### src/design/aurw_pkg.sv
// Package: register map, field positions, reset values and states of the receiver
package aurw_pkg;

  // ----------------------------------------------------------------
  // Register byte offsets
  // ----------------------------------------------------------------
  localparam logic [7:0] OFS_RX_STATUS_CONTROL = 8'h00;
  localparam logic [7:0] OFS_RX_DATA = 8'h04;
  localparam logic [7:0] OFS_TX_STATUS_CONTROL = 8'h08;
  localparam logic [7:0] OFS_BAUD_CONTROL = 8'h0C;
  localparam logic [7:0] OFS_BAUD_DIVISOR_HIGH = 8'h10;
  localparam logic [7:0] OFS_BAUD_DIVISOR_LOW = 8'h14;
  localparam logic [7:0] OFS_IRQ_CONTROL = 8'h18;

  // ----------------------------------------------------------------
  // Field positions
  // ----------------------------------------------------------------
  // Receive status and control
  localparam int BIT_SERIAL_PORT_ENABLE = 7;
  localparam int BIT_NINTH_BIT_RECEIVE_ENABLE = 6;
  localparam int BIT_CONTINUOUS_RECEIVE_ENABLE = 4;
  localparam int BIT_ADDRESS_DETECT_ENABLE = 3;
  localparam int BIT_FRAMING_ERROR = 2;
  localparam int BIT_OVERRUN_ERROR = 1;
  localparam int BIT_RECEIVED_NINTH_BIT = 0;
  // Transmit status and control
  localparam int BIT_SYNC_MODE = 4;
  localparam int BIT_HIGH_SPEED_BAUD_SELECT = 2;
  // Baud control
  localparam int BIT_RECEIVE_IDLE = 6;
  localparam int BIT_WIDE_BAUD_GENERATOR_SELECT = 3;
  localparam int BIT_WAKE_ON_EDGE_ENABLE = 1;
  // Interrupt control
  localparam int BIT_RECEIVE_IRQ_ENABLE = 0;
  localparam int BIT_RECEIVE_IRQ_PRIORITY = 1;
  localparam int BIT_RECEIVE_COMPLETE_FLAG = 2;

  // ----------------------------------------------------------------
  // Reset values and counts
  // ----------------------------------------------------------------
  localparam logic [7:0] RST_BYTE = 8'h00;
  localparam logic [15:0] RST_BAUD_COUNT = 16'h0000;
  localparam logic [3:0] OVS_LAST = 4'hF;
  localparam logic [3:0] OVS_START_MID = 4'h7;
  localparam logic [1:0] PRESCALE_X64_LAST = 2'h3;
  localparam logic [3:0] DATA_BITS_8 = 4'h8;
  localparam logic [3:0] DATA_BITS_9 = 4'h9;

  // Gray coded along idle, start, data, stop
  typedef enum logic [1:0] {
    RX_IDLE = 2'b00,
    RX_START = 2'b01,
    RX_DATA = 2'b11,
    RX_STOP = 2'b10
  } aurw_rx_e;

endpackage

### src/design/aurw_receiver.sv
// Asynchronous serial receiver with address filter and auto wake-up, APB slave
`timescale 1ns/1ns

module aurw_receiver
  import aurw_pkg::*;
#(
  parameter int ADDR_W = 8
) (
  input wire logic clk_sys,
  input wire logic rst,
  input wire logic psel,
  input wire logic penable,
  input wire logic pwrite,
  input wire logic [ADDR_W-1:0] paddr,
  input wire logic [31:0] pwdata,
  input wire logic [3:0] pstrb,
  output logic [31:0] prdata,
  output logic pready,
  output logic pslverr,
  input wire logic serialReceivePin,
  input wire logic sleepMode,
  output logic rxIrq,
  output logic rxIrqHighPri,
  output logic rxIrqLowPri
);

  // ----------------------------------------------------------------
  // Register state
  // ----------------------------------------------------------------
  logic serialPortEnable;
  logic ninthBitReceiveEnable;
  logic continuousReceiveEnable;
  logic addressDetectEnable;
  logic framingError;
  logic overrunError;
  logic receivedNinthBit;
  logic [7:0] rxData;
  logic syncMode;
  logic highSpeedBaudSelect;
  logic wideBaudGeneratorSelect;
  logic wakeOnEdgeEnable;
  logic [7:0] baudDivisorHigh;
  logic [7:0] baudDivisorLow;
  logic receiveIrqEnable;
  logic receiveIrqPriority;
  logic bufFull;
  logic wakeFlag;
  logic wakeSeen;
  logic readArmed;

  // ----------------------------------------------------------------
  // APB decode
  // ----------------------------------------------------------------
  wire logic [7:0] regAddr = paddr[7:0];
  wire logic setupPhase = psel & ~penable;
  wire logic accessPhase = psel & penable;
  wire logic selRxStat = (regAddr == OFS_RX_STATUS_CONTROL);
  wire logic selRxData = (regAddr == OFS_RX_DATA);
  wire logic selTxStat = (regAddr == OFS_TX_STATUS_CONTROL);
  wire logic selBaudCtl = (regAddr == OFS_BAUD_CONTROL);
  wire logic selDivHigh = (regAddr == OFS_BAUD_DIVISOR_HIGH);
  wire logic selDivLow = (regAddr == OFS_BAUD_DIVISOR_LOW);
  wire logic selIrqCtl = (regAddr == OFS_IRQ_CONTROL);
  wire logic mapped = selRxStat | selRxData | selTxStat | selBaudCtl | selDivHigh |
                      selDivLow | selIrqCtl;
  // Only byte lane 0 carries register data
  wire logic wrEn = accessPhase & pwrite & mapped & pstrb[0];
  wire logic [7:0] wrByte = pwdata[7:0];
  wire logic dataReadDone = accessPhase & ~pwrite & selRxData;

  // Zero wait state; read data captured in the setup cycle
  assign pready = 1'b1;
  assign pslverr = accessPhase & ~mapped;

  // ----------------------------------------------------------------
  // Receive pin synchroniser and edges
  // ----------------------------------------------------------------
  logic rxMeta;
  logic rxSync;
  logic rxPrev;

  always_ff @(posedge clk_sys) begin
    if (rst) begin
      rxMeta <= 1'b1;
      rxSync <= 1'b1;
      rxPrev <= 1'b1;
    end else begin
      rxMeta <= serialReceivePin;
      rxSync <= rxMeta;
      rxPrev <= rxSync;
    end
  end

  wire logic rxFall = rxPrev & ~rxSync;
  wire logic rxRise = ~rxPrev & rxSync;

  // ----------------------------------------------------------------
  // Baud rate generator
  // ----------------------------------------------------------------
  logic [15:0] baudCount;
  logic [1:0] prescale;
  wire logic [15:0] baudDivisor = wideBaudGeneratorSelect ?
                                  {baudDivisorHigh, baudDivisorLow} :
                                  {8'h00, baudDivisorLow};
  // Clocks stop in sleep; the generator is held at count zero
  wire logic baudRun = serialPortEnable & ~syncMode & ~sleepMode;
  wire logic baudTick = baudRun & (baudCount == RST_BAUD_COUNT);
  // Both select bits low: generator runs at x64, so divide by four to x16
  wire logic slowMode = ~highSpeedBaudSelect & ~wideBaudGeneratorSelect;
  wire logic ovsTick = baudTick & (~slowMode | (prescale == PRESCALE_X64_LAST));

  always_ff @(posedge clk_sys) begin
    if (rst || !baudRun) begin
      baudCount <= RST_BAUD_COUNT;
      prescale <= 2'h0;
    end else if (baudTick) begin
      baudCount <= baudDivisor;
      prescale <= slowMode ? prescale + 2'h1 : 2'h0;
    end else begin
      baudCount <= baudCount - 16'h0001;
    end
  end

  // ----------------------------------------------------------------
  // Receive sequencer
  // ----------------------------------------------------------------
  aurw_rx_e rxState;
  aurw_rx_e next_rxState;
  logic [3:0] ovsCount;
  logic [3:0] bitCount;
  logic [8:0] shiftReg;

  // Wake monitor only counts in asynchronous mode
  wire logic wakeActive = wakeOnEdgeEnable & serialPortEnable & ~syncMode;
  wire logic rxEnable = serialPortEnable & continuousReceiveEnable & ~syncMode &
                        ~wakeActive & ~overrunError & ~sleepMode;
  wire logic [3:0] lastBit = ninthBitReceiveEnable ? DATA_BITS_9 : DATA_BITS_8;
  wire logic midBit = ovsTick & (ovsCount == OVS_LAST);
  wire logic startOk = ovsTick & (ovsCount == OVS_START_MID) & ~rxSync;
  wire logic startBad = ovsTick & (ovsCount == OVS_START_MID) & rxSync;
  wire logic charDone = (rxState == RX_STOP) & midBit;
  wire logic stopLow = ~rxSync;
  // Eight bit mode: the byte sits in the top eight of the shifter
  wire logic [7:0] charByte = ninthBitReceiveEnable ? shiftReg[7:0] : shiftReg[8:1];
  wire logic charNinth = ninthBitReceiveEnable & shiftReg[8];
  wire logic addrFilter = addressDetectEnable & ninthBitReceiveEnable;
  wire logic charAccept = ~addrFilter | charNinth;
  wire logic loadChar = charDone & charAccept & ~bufFull;
  wire logic overrunHit = charDone & charAccept & bufFull;

  always_comb begin
    next_rxState = rxState;
    case (rxState)
      RX_IDLE: begin
        if (rxFall) begin
          next_rxState = RX_START;
        end
      end
      RX_START: begin
        if (startOk) begin
          next_rxState = RX_DATA;
        end else if (startBad) begin
          next_rxState = RX_IDLE;
        end
      end
      RX_DATA: begin
        if (midBit && (bitCount == lastBit - 4'h1)) begin
          next_rxState = RX_STOP;
        end
      end
      RX_STOP: begin
        if (midBit) begin
          next_rxState = RX_IDLE;
        end
      end
      default: begin
        next_rxState = RX_IDLE;
      end
    endcase
    if (!rxEnable) begin
      next_rxState = RX_IDLE;
    end
  end

  always_ff @(posedge clk_sys) begin
    if (rst) begin
      rxState <= RX_IDLE;
    end else begin
      rxState <= next_rxState;
    end
  end

  always_ff @(posedge clk_sys) begin
    if (rst || rxState == RX_IDLE || (rxState == RX_START && startOk)) begin
      ovsCount <= 4'h0;
    end else if (ovsTick) begin
      ovsCount <= ovsCount + 4'h1;
    end
  end

  always_ff @(posedge clk_sys) begin
    if (rst || rxState != RX_DATA) begin
      bitCount <= 4'h0;
    end else if (midBit) begin
      bitCount <= bitCount + 4'h1;
    end
  end

  // LSB first: new bits enter at the top and move down
  always_ff @(posedge clk_sys) begin
    if (rst) begin
      shiftReg <= 9'h000;
    end else if (rxState == RX_DATA && midBit) begin
      shiftReg <= {rxSync, shiftReg[8:1]};
    end
  end

  // ----------------------------------------------------------------
  // Receive buffer, flags and errors
  // ----------------------------------------------------------------
  wire logic crenClear = wrEn & selRxStat & ~wrByte[BIT_CONTINUOUS_RECEIVE_ENABLE];

  // A completion on the clearing edge wins over the read
  always_ff @(posedge clk_sys) begin
    if (rst) begin
      bufFull <= 1'b0;
      rxData <= RST_BYTE;
      receivedNinthBit <= 1'b0;
      framingError <= 1'b0;
    end else if (loadChar) begin
      bufFull <= 1'b1;
      rxData <= charByte;
      receivedNinthBit <= charNinth;
      framingError <= stopLow;
    end else if (crenClear) begin
      framingError <= 1'b0;
      if (dataReadDone && readArmed) begin
        bufFull <= 1'b0;
      end
    end else if (dataReadDone && readArmed) begin
      bufFull <= 1'b0;
    end
  end

  always_ff @(posedge clk_sys) begin
    if (rst) begin
      overrunError <= 1'b0;
    end else if (overrunHit) begin
      overrunError <= 1'b1;
    end else if (crenClear) begin
      overrunError <= 1'b0;
    end
  end

  // Read clears only what was captured; a load between capture and access is kept
  always_ff @(posedge clk_sys) begin
    if (rst) begin
      readArmed <= 1'b0;
    end else if (setupPhase) begin
      readArmed <= selRxData & ~pwrite & ~loadChar;
    end else if (loadChar) begin
      readArmed <= 1'b0;
    end
  end

  // ----------------------------------------------------------------
  // Auto wake-up monitor
  // ----------------------------------------------------------------
  wire logic wakeEvent = wakeActive & ~wakeSeen & rxFall;
  wire logic wakeDone = wakeActive & wakeSeen & rxRise;

  always_ff @(posedge clk_sys) begin
    if (rst) begin
      wakeSeen <= 1'b0;
    end else if (wakeEvent) begin
      wakeSeen <= 1'b1;
    end else if (wakeDone || !wakeActive) begin
      wakeSeen <= 1'b0;
    end
  end

  // Runs in sleep too; the flag is what lets the core wake
  always_ff @(posedge clk_sys) begin
    if (rst) begin
      wakeFlag <= 1'b0;
    end else if (wakeEvent) begin
      wakeFlag <= 1'b1;
    end else if (dataReadDone) begin
      wakeFlag <= 1'b0;
    end
  end

  // ----------------------------------------------------------------
  // Control register writes
  // ----------------------------------------------------------------
  always_ff @(posedge clk_sys) begin
    if (rst) begin
      serialPortEnable <= 1'b0;
      ninthBitReceiveEnable <= 1'b0;
      continuousReceiveEnable <= 1'b0;
      addressDetectEnable <= 1'b0;
    end else if (wrEn && selRxStat) begin
      serialPortEnable <= wrByte[BIT_SERIAL_PORT_ENABLE];
      ninthBitReceiveEnable <= wrByte[BIT_NINTH_BIT_RECEIVE_ENABLE];
      continuousReceiveEnable <= wrByte[BIT_CONTINUOUS_RECEIVE_ENABLE];
      addressDetectEnable <= wrByte[BIT_ADDRESS_DETECT_ENABLE];
    end
  end

  always_ff @(posedge clk_sys) begin
    if (rst) begin
      syncMode <= 1'b0;
      highSpeedBaudSelect <= 1'b0;
      wideBaudGeneratorSelect <= 1'b0;
      baudDivisorHigh <= RST_BYTE;
      baudDivisorLow <= RST_BYTE;
      receiveIrqEnable <= 1'b0;
      receiveIrqPriority <= 1'b0;
    end else if (wrEn) begin
      if (selTxStat) begin
        syncMode <= wrByte[BIT_SYNC_MODE];
        highSpeedBaudSelect <= wrByte[BIT_HIGH_SPEED_BAUD_SELECT];
      end
      if (selBaudCtl) begin
        wideBaudGeneratorSelect <= wrByte[BIT_WIDE_BAUD_GENERATOR_SELECT];
      end
      if (selDivHigh) begin
        baudDivisorHigh <= wrByte;
      end
      if (selDivLow) begin
        baudDivisorLow <= wrByte;
      end
      if (selIrqCtl) begin
        receiveIrqEnable <= wrByte[BIT_RECEIVE_IRQ_ENABLE];
        receiveIrqPriority <= wrByte[BIT_RECEIVE_IRQ_PRIORITY];
      end
    end
  end

  // Software write wins over the hardware auto-clear on the same edge
  always_ff @(posedge clk_sys) begin
    if (rst) begin
      wakeOnEdgeEnable <= 1'b0;
    end else if (wrEn && selBaudCtl) begin
      wakeOnEdgeEnable <= wrByte[BIT_WAKE_ON_EDGE_ENABLE];
    end else if (wakeDone) begin
      wakeOnEdgeEnable <= 1'b0;
    end
  end

  // ----------------------------------------------------------------
  // Interrupt outputs and read data
  // ----------------------------------------------------------------
  wire logic receiveCompleteFlag = bufFull | wakeFlag;
  assign rxIrq = receiveCompleteFlag & receiveIrqEnable;
  assign rxIrqHighPri = rxIrq & receiveIrqPriority;
  assign rxIrqLowPri = rxIrq & ~receiveIrqPriority;

  wire logic [7:0] rxStatByte = {serialPortEnable, ninthBitReceiveEnable, 1'b0,
                                 continuousReceiveEnable, addressDetectEnable,
                                 framingError, overrunError, receivedNinthBit};
  wire logic [7:0] txStatByte = {3'h0, syncMode, 1'b0, highSpeedBaudSelect, 2'h0};
  wire logic [7:0] baudCtlByte = {1'b0, rxState == RX_IDLE, 1'b0, 1'b0,
                                  wideBaudGeneratorSelect, 1'b0, wakeOnEdgeEnable, 1'b0};
  wire logic [7:0] irqCtlByte = {5'h00, receiveCompleteFlag, receiveIrqPriority,
                                 receiveIrqEnable};
  wire logic [7:0] readByte = selRxStat ? rxStatByte :
                              selRxData ? rxData :
                              selTxStat ? txStatByte :
                              selBaudCtl ? baudCtlByte :
                              selDivHigh ? baudDivisorHigh :
                              selDivLow ? baudDivisorLow :
                              selIrqCtl ? irqCtlByte : 8'h00;

  always_ff @(posedge clk_sys) begin
    if (rst) begin
      prdata <= 32'h00000000;
    end else if (setupPhase && !pwrite) begin
      prdata <= {24'h000000, readByte};
    end
  end
endmodule

### config.mk
export PLATFORM = sky130hd
export DESIGN_NAME = aurw_receiver
export DESIGN_NICKNAME = d
export VERILOG_FILES = /design/src/design/aurw_pkg.sv /design/src/design/aurw_receiver.sv
export SDC_FILE = /design/constraint.sdc
export NUM_CORES = 1
export LEC_CHECK = 0
export BUFFER_PORTS_ARGS = -buffer_cell sky130_fd_sc_hd__buf_4
export CAP_MARGIN = 0
export CORE_MARGIN = 5
export CORE_UTILIZATION = 55
export CTS_CLUSTER_SIZE = 30
export DETAILED_ROUTE_END_ITERATION = 6
export PLACE_DENSITY_LB_ADDON = 0.25
export RECOVER_POWER = 100
export SLEW_MARGIN = 20
export SYNTH_ARGS = -nofsm -noshare
export SYNTH_HDL_FRONTEND = slang
export SYNTH_SLANG_ARGS = --single-unit
### constraint.sdc
create_clock -name clk_sys -period 5.5 [get_ports clk_sys]
set_clock_uncertainty 0.15 [all_clocks]
set_input_delay 0.55 -clock clk_sys [delete_from_list [all_inputs] [get_ports clk_sys]]
set_output_delay 0.55 -clock clk_sys [all_outputs]
set_load 0.01 [all_outputs]
Word-level counts from Yosys, hierarchy flattened
Cells that the tools add are included.
Storage, ports and cells
  logic and storage cells: 187
  input bits: 51
  register bits after elaboration: 89
  output and inout port bits: 37
Cells by class
  reduce and logical (&&, ||, !) cells: 32
  equality and inequality tests: 18
  muxes and demuxes: 31
  add/subtract/negate cells: 5
  bitwise gates (word level): 71
Operators by type and width (number)
  two-way mux 8 bit: 7
  bitwise AND 1 bit: 43
  two-way mux 16 bit: 2
  equality test 8 x 5 -> 1 bit (second input constant): 3
  NOT 1 bit: 19
  equality test 8 x 4 -> 1 bit (second input constant): 2
  zero test 16 bit: 1
  subtractor 16 x 1 -> 16 bit (second input constant): 1
  two-way mux 1 bit: 14
  nonzero test 2 bit: 7
  two-way mux 2 bit: 6
  AND reduction 2 bit: 5
  bitwise OR 1 bit: 9
  adder 4 x 1 -> 4 bit (second input constant): 2
  equality test 8 x 3 -> 1 bit (second input constant): 1
  zero test 8 bit: 1
  != test 2 bit (second input constant): 4
  one-hot mux 2 bit (4 select lines): 1
  logical AND 1 bit: 7
  equality test 2 bit (second input constant): 3
  logical OR 1 bit: 5
  equality test 4 x 3 -> 1 bit (second input constant): 1
  equality test 4 bit: 1
  equality test 4 bit (second input constant): 1
  9 further kinds: 11

Depth between registers and ports, before layout
Gate-level depths: netlist (run 1).
  depth after elaboration: 13
  mapped depth: 9

Worst setup path after synthesis (run 1)
OpenSTA, ideal clock, no wires.
  path kind: input to register
  start: input paddr[0]
  end: register highSpeedBaudSelect
  arrival time: 2.254 ns
  required time: 5.222 ns
  buffers on the path: 0
  setup time: 0.128 ns
  setup slack: 2.968 ns
  stages on the path: 5
  cell sequence: or4_4 > or4_4 > or4_4 > mux2i_1 > nor2_1
On the way
  longest elaborated chain between the ends: 10
RTL lines
  start: declaration: RTL line aurw_receiver.sv:14  | input wire logic [ADDR_W-1:0] paddr,
  equality test 8 x 3 -> 1 bit or zero test 8 bit (tied branches): RTL line aurw_receiver.sv:58, aurw_receiver.sv:57
  bitwise OR 1 bit (5 in a row): RTL line aurw_receiver.sv:64  | wire logic mapped = selRxStat | selRxData | selTxStat | selBaudCtl | selDivHigh |
  bitwise OR 1 bit: RTL line aurw_receiver.sv:65  | selDivLow | selIrqCtl;
  bitwise AND 1 bit (2 in a row): RTL line aurw_receiver.sv:67  | wire logic wrEn = accessPhase & pwrite & mapped & pstrb[0];
  AND reduction 2 bit (no line) *
  end signal: assignment: RTL line aurw_receiver.sv:322  | highSpeedBaudSelect <= wrByte[BIT_HIGH_SPEED_BAUD_SELECT];
  end: declaration: RTL line aurw_receiver.sv:39  | logic highSpeedBaudSelect;
Mark *: on every way between the ends. The rest lies on a longest branch, timed or not.
A chain may end at the register's enable or synchronous reset.

Final worst setup path (run 1)
  start: input rst
  end: register rxState[0]
On the way
  longest elaborated chain between the ends: 1
RTL lines
  start: declaration: RTL line aurw_receiver.sv:10  | input wire logic rst,
  OR reduction 2 bit (no line)
  end signal: assignment: RTL line aurw_receiver.sv:189  | rxState <= next_rxState;
  end: declaration: RTL line aurw_receiver.sv:127  | aurw_rx_e rxState;
Every way passes these cells.

==> results of run 1 <==
==> flip-flops by register name (all words and copies together), names as in the netlist, 2 cells and up <==
register,flops
prdata,8
rxState,2
baudDivisorLow,8
rxData,8
baudCount,16
prescale,2
baudDivisorHigh,8
ovsCount,4
shiftReg,9
bitCount,4
==> synth_stat cells (7+ instances only) <==
master     n
inv_1      8
xor2_1     7
a211oi_1  18
buf_4     25
a21oi_1   29
dfxtp_1   89
nand4_1    7
nor3_1    13
mux2i_1   49
clkbuf_1  26
nand3_1   20
xnor2_1   11
o21ai_0   17
nor2_1    81
nand2_1   35
==> cells by family after synthesis <==
kind of cell | Yosys count
flops | 89
xor+xnor | 18
buf+inv | 64
mux | 50
compound gates | 92
other cells | 2
simple gates | 206
fa+ha+maj | 5
==> report_power, final <==
group | switching [uW] | internal, uW | total (uW)
Clock | 237 | 304 | 542
Combinational | 39.5 | 19.5 | 59.0
Sequential | 1.42 | 645 | 647
Total | 278 | 969 | 1250
==> stage by stage <==
stage / area [um2] / utilization [%] / hold WS, ns / worst slack (ns) / power (uW)
2_1_floorplan: 4580 / - / 0.239 / 2.97 / 710
3_3_place_gp: 4680 / 57.8 / 0.248 / 2.62 / 720
3_5_place_dp: 4680 / 57.8 / 0.251 / 2.57 / 720
4_1_cts: 4920 / 60.8 / 0.214 / 2.64 / 1250
5_1_grt: 4870 / 60.2 / 0.214 / 1.75 / 1290
6_report: 4870 / 60.2 / 0.223 / 2.07 / 1250
==> path summary, 6_finish.rpt <==
kind                                              start                             to  slack [ns]
worst max-delay path                                rst        rxState[0]$_SDFFE_PP0P_        2.07
worst min register to register        rxMeta$_SDFF_PP1_              rxSync$_SDFF_PP1_        0.27
worst max register to register  baudCount[6]$_SDFF_PP0_  receivedNinthBit$_SDFFE_PP0P_        2.54
worst min-delay path                   serialReceivePin              rxMeta$_SDFF_PP1_        0.22
==> cell type report <==
| class | instances | area (um2) |
|---|---|---|
| sequential | 89 | 1780 |
| fill | 733 | 3220 |
| multi-input combinational | 396 | 2460 |
| timing repair buffer | 37 | 233 |
| clock buffer | 10 | 128 |
| clock inverter | 6 | 115 |
| tap | 105 | 131 |
| inverter | 8 | 30.0 |
==> per-layer routing <==
metal / part of all wire [%] / wire [um] / up-vias / global-route usage [%]
met5: 0 / 0 / - / 0
met4: 0.96 / 99 / 0 / 4.97
met3: 5.7 / 595 / 10 / 3.61
met2: 49 / 5040 / 116 / 34.5
met1: 45 / 4630 / 1757 / 29.2
li1: - / - / 1842 / -
==> worst max-delay path: stages <==
cell	delay, ns
clkbuf_1	1.91
or3_1	0.73
or4b_2	0.27
a31oi_1	0.04
==> metrics.yaml, run 1 <==
run_status:
  status: "finished with violations"
  violations: "capacitance limit, slew limit"
layout:
  layout-drive-gt1-share_pct: 10.4
  antennaDiodeCount: 0
  instances_no_fill: 651
  area_growth_pct: 8.55
  final_cell_mix: "dfxtp_1, nor2_1, mux2i_1"
  fin_nets: 597
  layout_commonest_cell: "dfxtp_1"
clock_network:
  tritoncts: "done"
  numClockSinks: 89
  cts_hold_buf: 0
  clk_latency_ns: 0.35
  root_buffer: "clkbuf_8"
  htreeDepth: 3
  clock_path_buffers: 2
  cts_setup_buffers: 0
  clkSlewWorstSetupHoldPaths_ns: 0.09
  cts-resized-gates: 0
  cts_buffers: 9
yosys:
  synthSimpleGateAreaFrac_pct: 23.0
  synth_edf_count: 0
  synth_top_area_cell: "dfxtp_1"
  muxShareOfSynthArea_pct: 11.4
  ys_types: 57
  synth_area_leaders: "dfxtp_1, mux2i_1, nor2_1, buf_4, a21oi_1"
  syn_inst: 526
  synth_top_family_by_area: "simple AND/OR/NAND/NOR gates"
  ys_warn_count: 0
  ys_async_sr_fraction_pct: 0
  ys_seq_area_share_pct: 39.7
  syn_area_mm2: 0.00449
  syn_avg_cell_area_um2: 8.54
  synth_xor_area_share_pct: 3.51
  synth-seq-cells: 89
  synth_top_area_share_pct: 39.7
  synth_ff_type: "dfxtp_1"
  synth_compound_area_share_pct: 13.3
  synth_adder_area_share_pct: 1.39
sta:
  rsz0062_at_grt: "no"
  slew-limit-headroom_pct: -83.8
  fin_crit_ns: 3.43
  slew_viol_final: 67
  hold_violations: 0
  tightestPinTransition_ns: 2.76
  fin_setup_tns_ns: 0
  finalSetupViolCount: 0
  period_share_pct: 62.4
  fmax_mhz: 292
critical_path:
  worstSetupEndpointType: "register"
  path_class: "in2reg"
  reg2regPathDepth: 5
  start_kind: "input pin"
  crit_required_ns: 5.59
  cp_max_fo: 66
  worst_ep_arrival_time_ns: 3.52
floorplan:
  io_pins: 88
  die_w_um: 100
  core.rowCount: 33
  initial_utilization_pct: 55.5
  core_area_mm2: 0.00809
  die_y_um: 100
  die_area_mm2: 0.0101
route:
  vias: 3725
  post_drt_wl_per_cell_um: 15.9
  drtIter0Drc: 210
  drt_wl_total_mm: 10.4
  drt_pre_antenna_iters: 5
  drtAntennaViolNets: 0
  routed_via_density: 5.72
  drc: 0
power:
  leakagePower_uw: 0.00183
  powerDensity_mw_per_mm2: 256
  irDropWorstVdd_v: 0.000144
global_route:
  grt_max_degree: 67
  grt_pass1_vias: 3425
  grt_pass1_wl_mm: 17.2
  globalRoute.totalOverflow: 0
  track_usage_pct: 21.1
  antenna_found_initial: 0
placed_design:
  port_buffers: 35
  hpwl_mm: 7.49
  gp_congestion: 0.861
  dpl.cell_count: 635
hold_path:
  min_path_cells: 2
  worstHoldPathType: "in2reg"
job:
  maxCapViolCount: 1
Note: power is estimated with default switching activity, not from simulation.
==> run 2: changes to the inputs <==
- ABC_AREA: unset -> 1
- clock period: 5.5 -> 3.4 ns (I/O delays scaled with it)
==> run 2 against run 1 <==
  * The run now ends clean
  * Synthesized cell count up 23%
  * Synthesized area up 1.5%
  * Largest power group unchanged
  * Critical path depth up 8
  * Largest cell class unchanged
  * Sequential share of layout area down 0.24 points
  * Die area up 1.4%
==> metrics.yaml, run 2 <==
sta:
  slew_viol_final: 0  # -100%
  slew-limit-headroom_pct: 29.4  # +110 points
  fin_setup_tns_ns: 0  # unchanged
  tightestPinTransition_ns: 1.06  # -1.70 ns
  setup_slack_ns: 0.685  # -1.38 ns
  finalSetupViolCount: 0  # unchanged
  fmax_mhz: 368
  fin_crit_ns: 2.71
  hold_violations: 0  # unchanged
  rsz0062_at_grt: "no"
  period_share_pct: 79.8
critical_path:
  slowest_delay_ns: 0.34  # -1.57 ns
  cpMaxStageDelayCell: "nand2_1"
  cp_max_fo: 10  # -85%
  cp_num_buf_inv: 1  # unchanged
  worstSetupEndpointType: "register"
  worst_ep_arrival_time_ns: 2.84  # -0.68 ns
  path_class: "reg2reg"
  path_delay_family: "simple AND/OR/NAND/NOR gates"
  crit_chain: "inv_1 -> ha_1 -> nand2_2 -> nor2_1 -> nand3_1 -> nor2_4 -> nand2_4 -> nor3_4 -> nand2_1 -> nor2_8 -> nand2_1 -> o21ai_0"
  crit_path_frequent_cell: "nand2_1"
  start_kind: "register"
  crit_required_ns: 3.53  # -2.06 ns
clock_network:
  tritoncts: "done"
  cts_hold_buf: 0  # unchanged
  clkSlewWorstSetupHoldPaths_ns: 0.09  # about the same
  cts-resized-gates: 0  # unchanged
  htreeDepth: 3  # unchanged
  cts_setup_buffers: 0  # unchanged
  root_buffer: "clkbuf_8"
  cts_buffers: 9  # unchanged
  clk_latency_ns: 0.36  # about the same
  numClockSinks: 89  # unchanged
  clock_path_buffers: 2  # unchanged
yosys:
  synth_most_common_cell: "nand2_1"
  synth-seq-cells: 89  # unchanged
  synth_adder_area_share_pct: 1.37  # -0.021 points
  synth_common_cells: "nand2_1, inv_1, dfxtp_1, a21oi_1, o21ai_0"
  muxShareOfSynthArea_pct: 0  # -11 points
  ys_seq_area_share_pct: 39.1  # -0.59 points
  synthSimpleGateAreaFrac_pct: 25.2  # +2.2 points
  syn_area_mm2: 0.00456  # +1.5%
  synth_xor_area_share_pct: 2.31  # -1.2 points
  ys_types: 44  # -23%
  synth_ff_type: "dfxtp_1"
  ys_warn_count: 0  # unchanged
  synth_edf_count: 0  # unchanged
  synth_top_area_share_pct: 39.1  # -0.59 points
  synth_top_family_by_area: "simple AND/OR/NAND/NOR gates"
  synth_compound_area_share_pct: 18.4  # +5.1 points
  synth_top_area_cell: "dfxtp_1"
  syn_avg_cell_area_um2: 7.05  # -17%
  syn_inst: 647  # +23%
  ys_async_sr_fraction_pct: 0  # unchanged
  synth_area_leaders: "dfxtp_1, nand2_1, a21oi_1, inv_1, o21ai_0"
layout:
  finalInstanceArea_mm2: 0.00491  # +0.67%
  max_flop_register: "baudCount"
  layout_commonest_cell: "nand2_1"
  antennaDiodeCount: 0  # unchanged
  layout-drive-gt1-share_pct: 7.95  # -2.5 points
  area_growth_pct: 7.66
  reg.largest.list: "baudCount: 16 flops, shiftReg: 9 flops"
  utilization_pct: 60.3  # +0.094 points
  final_cell_mix: "nand2_1, inv_1, dfxtp_1"
  largest_reg_flops: 16  # unchanged
  fin_nets: 730  # +22%
  instances_no_fill: 784  # +20%
floorplan:
  io_pins: 88  # unchanged
  core_area_mm2: 0.00813  # +0.51%
  core.rowCount: 33  # unchanged
  die_y_um: 101  # +0.67%
  die_w_um: 101  # +0.67%
  die_area_mm2: 0.0102  # +1.4%
  initial_utilization_pct: 56.0  # +0.55 points
placed_design:
  port_buffers: 35  # unchanged
  gp_congestion: 0.904  # +5.0%
  dpl.cell_count: 768  # +21%
  placed_area_mm2: 0.00478  # +2.3%
  hpwl_mm: 8.12  # +8.5%
  dp_slack_ns: 0.928  # -1.64 ns
route:
  drtIter0Drc: 235  # +12%
  post_drt_wl_per_cell_um: 13.4  # -16%
  drc: 0  # unchanged
  drt_pre_antenna_iters: 6  # +1
  vias: 4106  # +10%
  drtAntennaViolNets: 0  # unchanged
  routed_via_density: 5.24  # -8.5%
  drt_wl_total_mm: 10.5  # +1.4%
hold_path:
  worstHoldPathType: "in2reg"
job:
  maxCapViolCount: 0  # -1
power:
  leakagePower_uw: 0.00205  # +12%
  irDropWorstVdd_v: 0.000215  # +49%
  powerDensity_mw_per_mm2: 391  # +53%
global_route:
  globalRoute.totalOverflow: 0  # unchanged
  antenna_found_initial: 0  # unchanged
  grt_pass1_wl_mm: 17.1  # -0.80%
  grt_max_degree: 31  # -54%
  track_usage_pct: 21.0  # -0.082 points
  grt_pass1_vias: 3707  # +8.2%
run_status:
  status: "finished, final reports clean"
## run 2: power breakdown
part,switching (uW),total [uW],internal [uW]
Clock,367,785,418
Sequential,1.82,1050,1050
Combinational,58.3,87.3,29.0
Total,427,1920,1490
## run 2: path summary, 6_finish.rpt
check | start | endpoint | depth (start not counted) | slack, ns
setup reg to reg | baudCount[0]$_SDFF_PP0_ | rxData[2]$_SDFFE_PP0P_ | 12 | 0.69
setup / recovery | baudCount[0]$_SDFF_PP0_ | rxData[2]$_SDFFE_PP0P_ | 12 | 0.69
hold / removal | serialReceivePin | rxMeta$_SDFF_PP1_ | 2 | 0.02
hold reg to reg | rxMeta$_SDFF_PP1_ | rxSync$_SDFF_PP1_ | 1 | 0.27
## run 2: kinds of logic after synthesis
logic type | after synthesis
compound gates | 159
buf+inv | 137
fa+ha+maj | 5
flops | 89
simple gates | 243
other cells | 2
xor+xnor | 12
## run 2: final cells by class
cell class	instances	area, um2
clock buffer	12	135
clock inverter	4	77.6
fill	782	3230
inverter	94	353
multi-input combinational	444	2210
sequential	89	1780
tap	105	131
timing repair buffer	36	218
## run 2: routing by layer
| layer | track usage, % | vias up | wire length [um] |
|---|---|---|---|
| met2 | 35.9 | 114 | 5120 |
| met4 | 7.06 | 0 | 168 |
| met1 | 27.3 | 1867 | 4560 |
| li1 | - | 2111 | - |
| met3 | 2.91 | 14 | 648 |
| met5 | 0 | - | 0 |
## run 2: stage by stage
step | power [uW] | hold WS [ns]
finish | 1920 | 0.0159
global route | 1990 | 0.00728
CTS | 1930 | 0.00477
detailed placement | 1160 | 0.259
global placement | 1160 | 0.260
floorplan | 1140 | 0.239
==> run 3: changes to the inputs <==
- CORE_UTILIZATION: 55 -> 50
- clock period: 3.4 -> 2.41 ns (I/O delays scaled with it)
==> run 3 against run 2 <==
  * First-iteration DRC count rose by 4.7%
  * Sequential share of layout area fell by 0.72 points
  * Cell count rose by 1.8%
  * Total power rose by 39%
  * Utilization fell by 3.5 points
  * Global-route usage fell by 0.50 points
  * Largest cell class unchanged
  * Worst setup slack got worse by 0.47 ns
  * Die area rose by 9.0%
==> metrics.yaml, run 3 (synthesis gave the netlist of run 2 again) <==
power:
  clkPwrFrac_pct: 39.9  # -1.0 points
  netSwitchingFraction_pct: 23.8  # +1.6 points
  irDropWorstVdd_v: 0.000390  # +81%
  leakagePower_uw: 0.00209  # +1.9%
  power_frac_seq_pct: 55.3  # +0.7 points
  powerDensity_mw_per_mm2: 534  # +36%
  internal-power_uw: 2030  # +36%
  power_switching_uw: 637  # +49%
  totalPowerFinal_uw: 2670  # +39%
  power_frac_comb_pct: 4.8  # +0.3 points
route:
  drtAntennaViolNets: 0  # unchanged
  routed_via_density: 5.34  # +1.9%
  drt_wl_total_mm: 11.2  # +6.6%
  drc: 0  # unchanged
  drtIter0Drc: 246  # +4.7%
  vias: 4260  # +3.8%
  post_drt_wl_per_cell_um: 14.0  # +4.7%
  drt_pre_antenna_iters: 5  # -1
layout:
  reg.largest.list: "baudCount: 16 flops, shiftReg: 9 flops"
  instances_no_fill: 798  # +1.8%
  area_growth_pct: 9.83
  largest_reg_flops: 16  # unchanged
  final_cell_mix: "nand2_1, inv_1, dfxtp_1"
  layout-drive-gt1-share_pct: 9.86  # +1.9 points
  antennaDiodeCount: 0  # unchanged
  max_flop_register: "baudCount"
  fin_nets: 741  # +1.5%
  fillers: 863  # +10%
  layout_commonest_cell: "nand2_1"
sta:
  fmax_mhz: 456  # +24%
  fin_setup_tns_ns: 0  # unchanged
  fin_crit_ns: 2.19  # -0.523 ns
  finalSetupViolCount: 0  # unchanged
  slew-limit-headroom_pct: 61.0  # +32 points
  slew_viol_final: 0  # unchanged
  period_share_pct: 90.9  # +11 points
  setup_slack_ns: 0.218  # -0.467 ns
  rsz0062_at_grt: "no"
  hold_violations: 0  # unchanged
  tightestPinTransition_ns: 0.583  # -0.476 ns
floorplan:
  die_w_um: 105  # +4.4%
  core.rowCount: 34  # +3.0%
  die_area_mm2: 0.0111  # +9.0%
  io_pins: 88  # unchanged
  die_y_um: 105  # +4.4%
  core_area_mm2: 0.00881  # +8.3%
  initial_utilization_pct: 51.8  # -4.3 points
clock_network:
  root_buffer: "clkbuf_8"
  tritoncts: "done"
  clk_latency_ns: 0.36  # about the same
  cts_buffers: 9  # unchanged
  clkSlewWorstSetupHoldPaths_ns: 0.10  # about the same
  htreeDepth: 3  # unchanged
  clock_path_buffers: 2  # unchanged
  numClockSinks: 89  # unchanged
run_status:
  status: "finished, final reports clean"
critical_path:
  worst_ep_arrival_time_ns: 2.35  # -0.49 ns
  cpMaxStageDelayCell: "dfxtp_1"
  crit_required_ns: 2.57  # -0.96 ns
  cp_num_buf_inv: 1  # unchanged
  start_kind: "register"
  path_class: "reg2reg"
  crit_chain: "inv_1 -> ha_2 -> nand2_2 -> nor2_4 -> nand3_4 -> nor2_4 -> nand2_4 -> nor3_4 -> nand2_4 -> nor2_8 -> nand2_1 -> o21ai_1"
  worstSetupEndpointType: "register"
  reg2regPathDepth: 12  # unchanged
  cp_max_fo: 10  # unchanged
  path_delay_family: "simple AND/OR/NAND/NOR gates"
  path_depth: 12  # unchanged
  slowest_delay_ns: 0.32  # -0.02 ns
global_route:
  grt_max_degree: 23  # -26%
  grt_pass1_wl_mm: 18.6  # +9.1%
  antenna_found_initial: 0  # unchanged
  track_usage_pct: 20.5  # -0.50 points
  grt_pass1_vias: 3960  # +6.8%
  globalRoute.totalOverflow: 0  # unchanged
placed_design:
  port_buffers: 35  # unchanged
  dpl.cell_count: 780  # +1.6%
  gp_congestion: 0.889  # -1.7%
  dp_slack_ns: 0.187  # -0.741 ns
  hpwl_mm: 8.68  # +6.9%
job:
  maxCapViolCount: 0  # unchanged
hold_path:
  worstHoldPathType: "in2reg"
  min_path_cells: 3  # +1
## run 3: changes by cell type in the layout (fill, tap and decap cells not counted), sizes merged
cell         previous run  this run
dlygate4sd3             0         1
inv                    93        94
clkinvlp                0         1
clkbuf                 27        32
bufinv                  2         1
buf                    21        25
## run 3: final timing paths
path	end	startpoint	slack, ns
setup / recovery	rxData[2]$_SDFFE_PP0P_	baudCount[0]$_SDFF_PP0_	0.22
hold / removal	receiveIrqEnable$_SDFFE_PP0P_	pwdata[0]	0.04
setup reg to reg	rxData[2]$_SDFFE_PP0P_	baudCount[0]$_SDFF_PP0_	0.22
hold reg to reg	rxSync$_SDFF_PP1_	rxMeta$_SDFF_PP1_	0.27
## run 3: repair_timing
action / in CTS / in global routing
hold endpoints to repair: 1 / 0
buffers inserted: 0 / 1
gates resized for setup: 0 / 1
hold buffers: 1 / 0
endpoints found under the setup margin: 0 / 2
## run 3: worst reg2reg max path, stage by stage, from the launching register on
cell and delay (ns):
dfxtp_1 0.32, inv_1 0.10, ha_2 0.23, nand2_2 0.09, nor2_4 0.14, nand3_4 0.13, nor2_4 0.18, nand2_4 0.11
nor3_4 0.20, nand2_4 0.16, nor2_8 0.17, nand2_1 0.10, o21ai_1 0.08
## run 3: metal layers
metal | track usage (%) | part of all wire (%) | vias up
met4 | 8.62 | 2.3 | 0
met3 | 3.85 | 5.2 | 25
met1 | 25.7 | 43 | 1984
li1 | - | - | 2137
met5 | 0 | 0 | -
met2 | 34.7 | 49 | 114
## run 3: stage by stage
stage / cell area [um2] / util [%] / hold slack [ns]
after floorplan: 4640 / - / 0.195
after global placement: 4860 / 55.1 / 0.241
after detailed placement: 4860 / 55.1 / 0.243
after CTS: 5070 / 57.6 / 0.0364
after global routing: 5010 / 56.8 / 0.0450
final: 5010 / 56.8 / 0.0441
## run 3: power groups by stage
stage	combinational [uW]	clock [uW]	sequential, uW
floorplan	98.5	0	1510
global placement	126	0	1510
detailed placement	128	0	1510
CTS	130	1080	1480
global route	143	1150	1480
finish	129	1070	1480
## run 3: layout make-up
cell class | count | area, um2 | area share, %
multi-input combinational | 444 | 2240 | 44.8
inverter | 94 | 353 | 7.05
sequential | 89 | 1780 | 35.6
tap | 108 | 135 | 2.70
timing repair buffer | 47 | 288 | 5.75
clock buffer | 11 | 141 | 2.82
clock inverter | 5 | 63.8 | 1.27
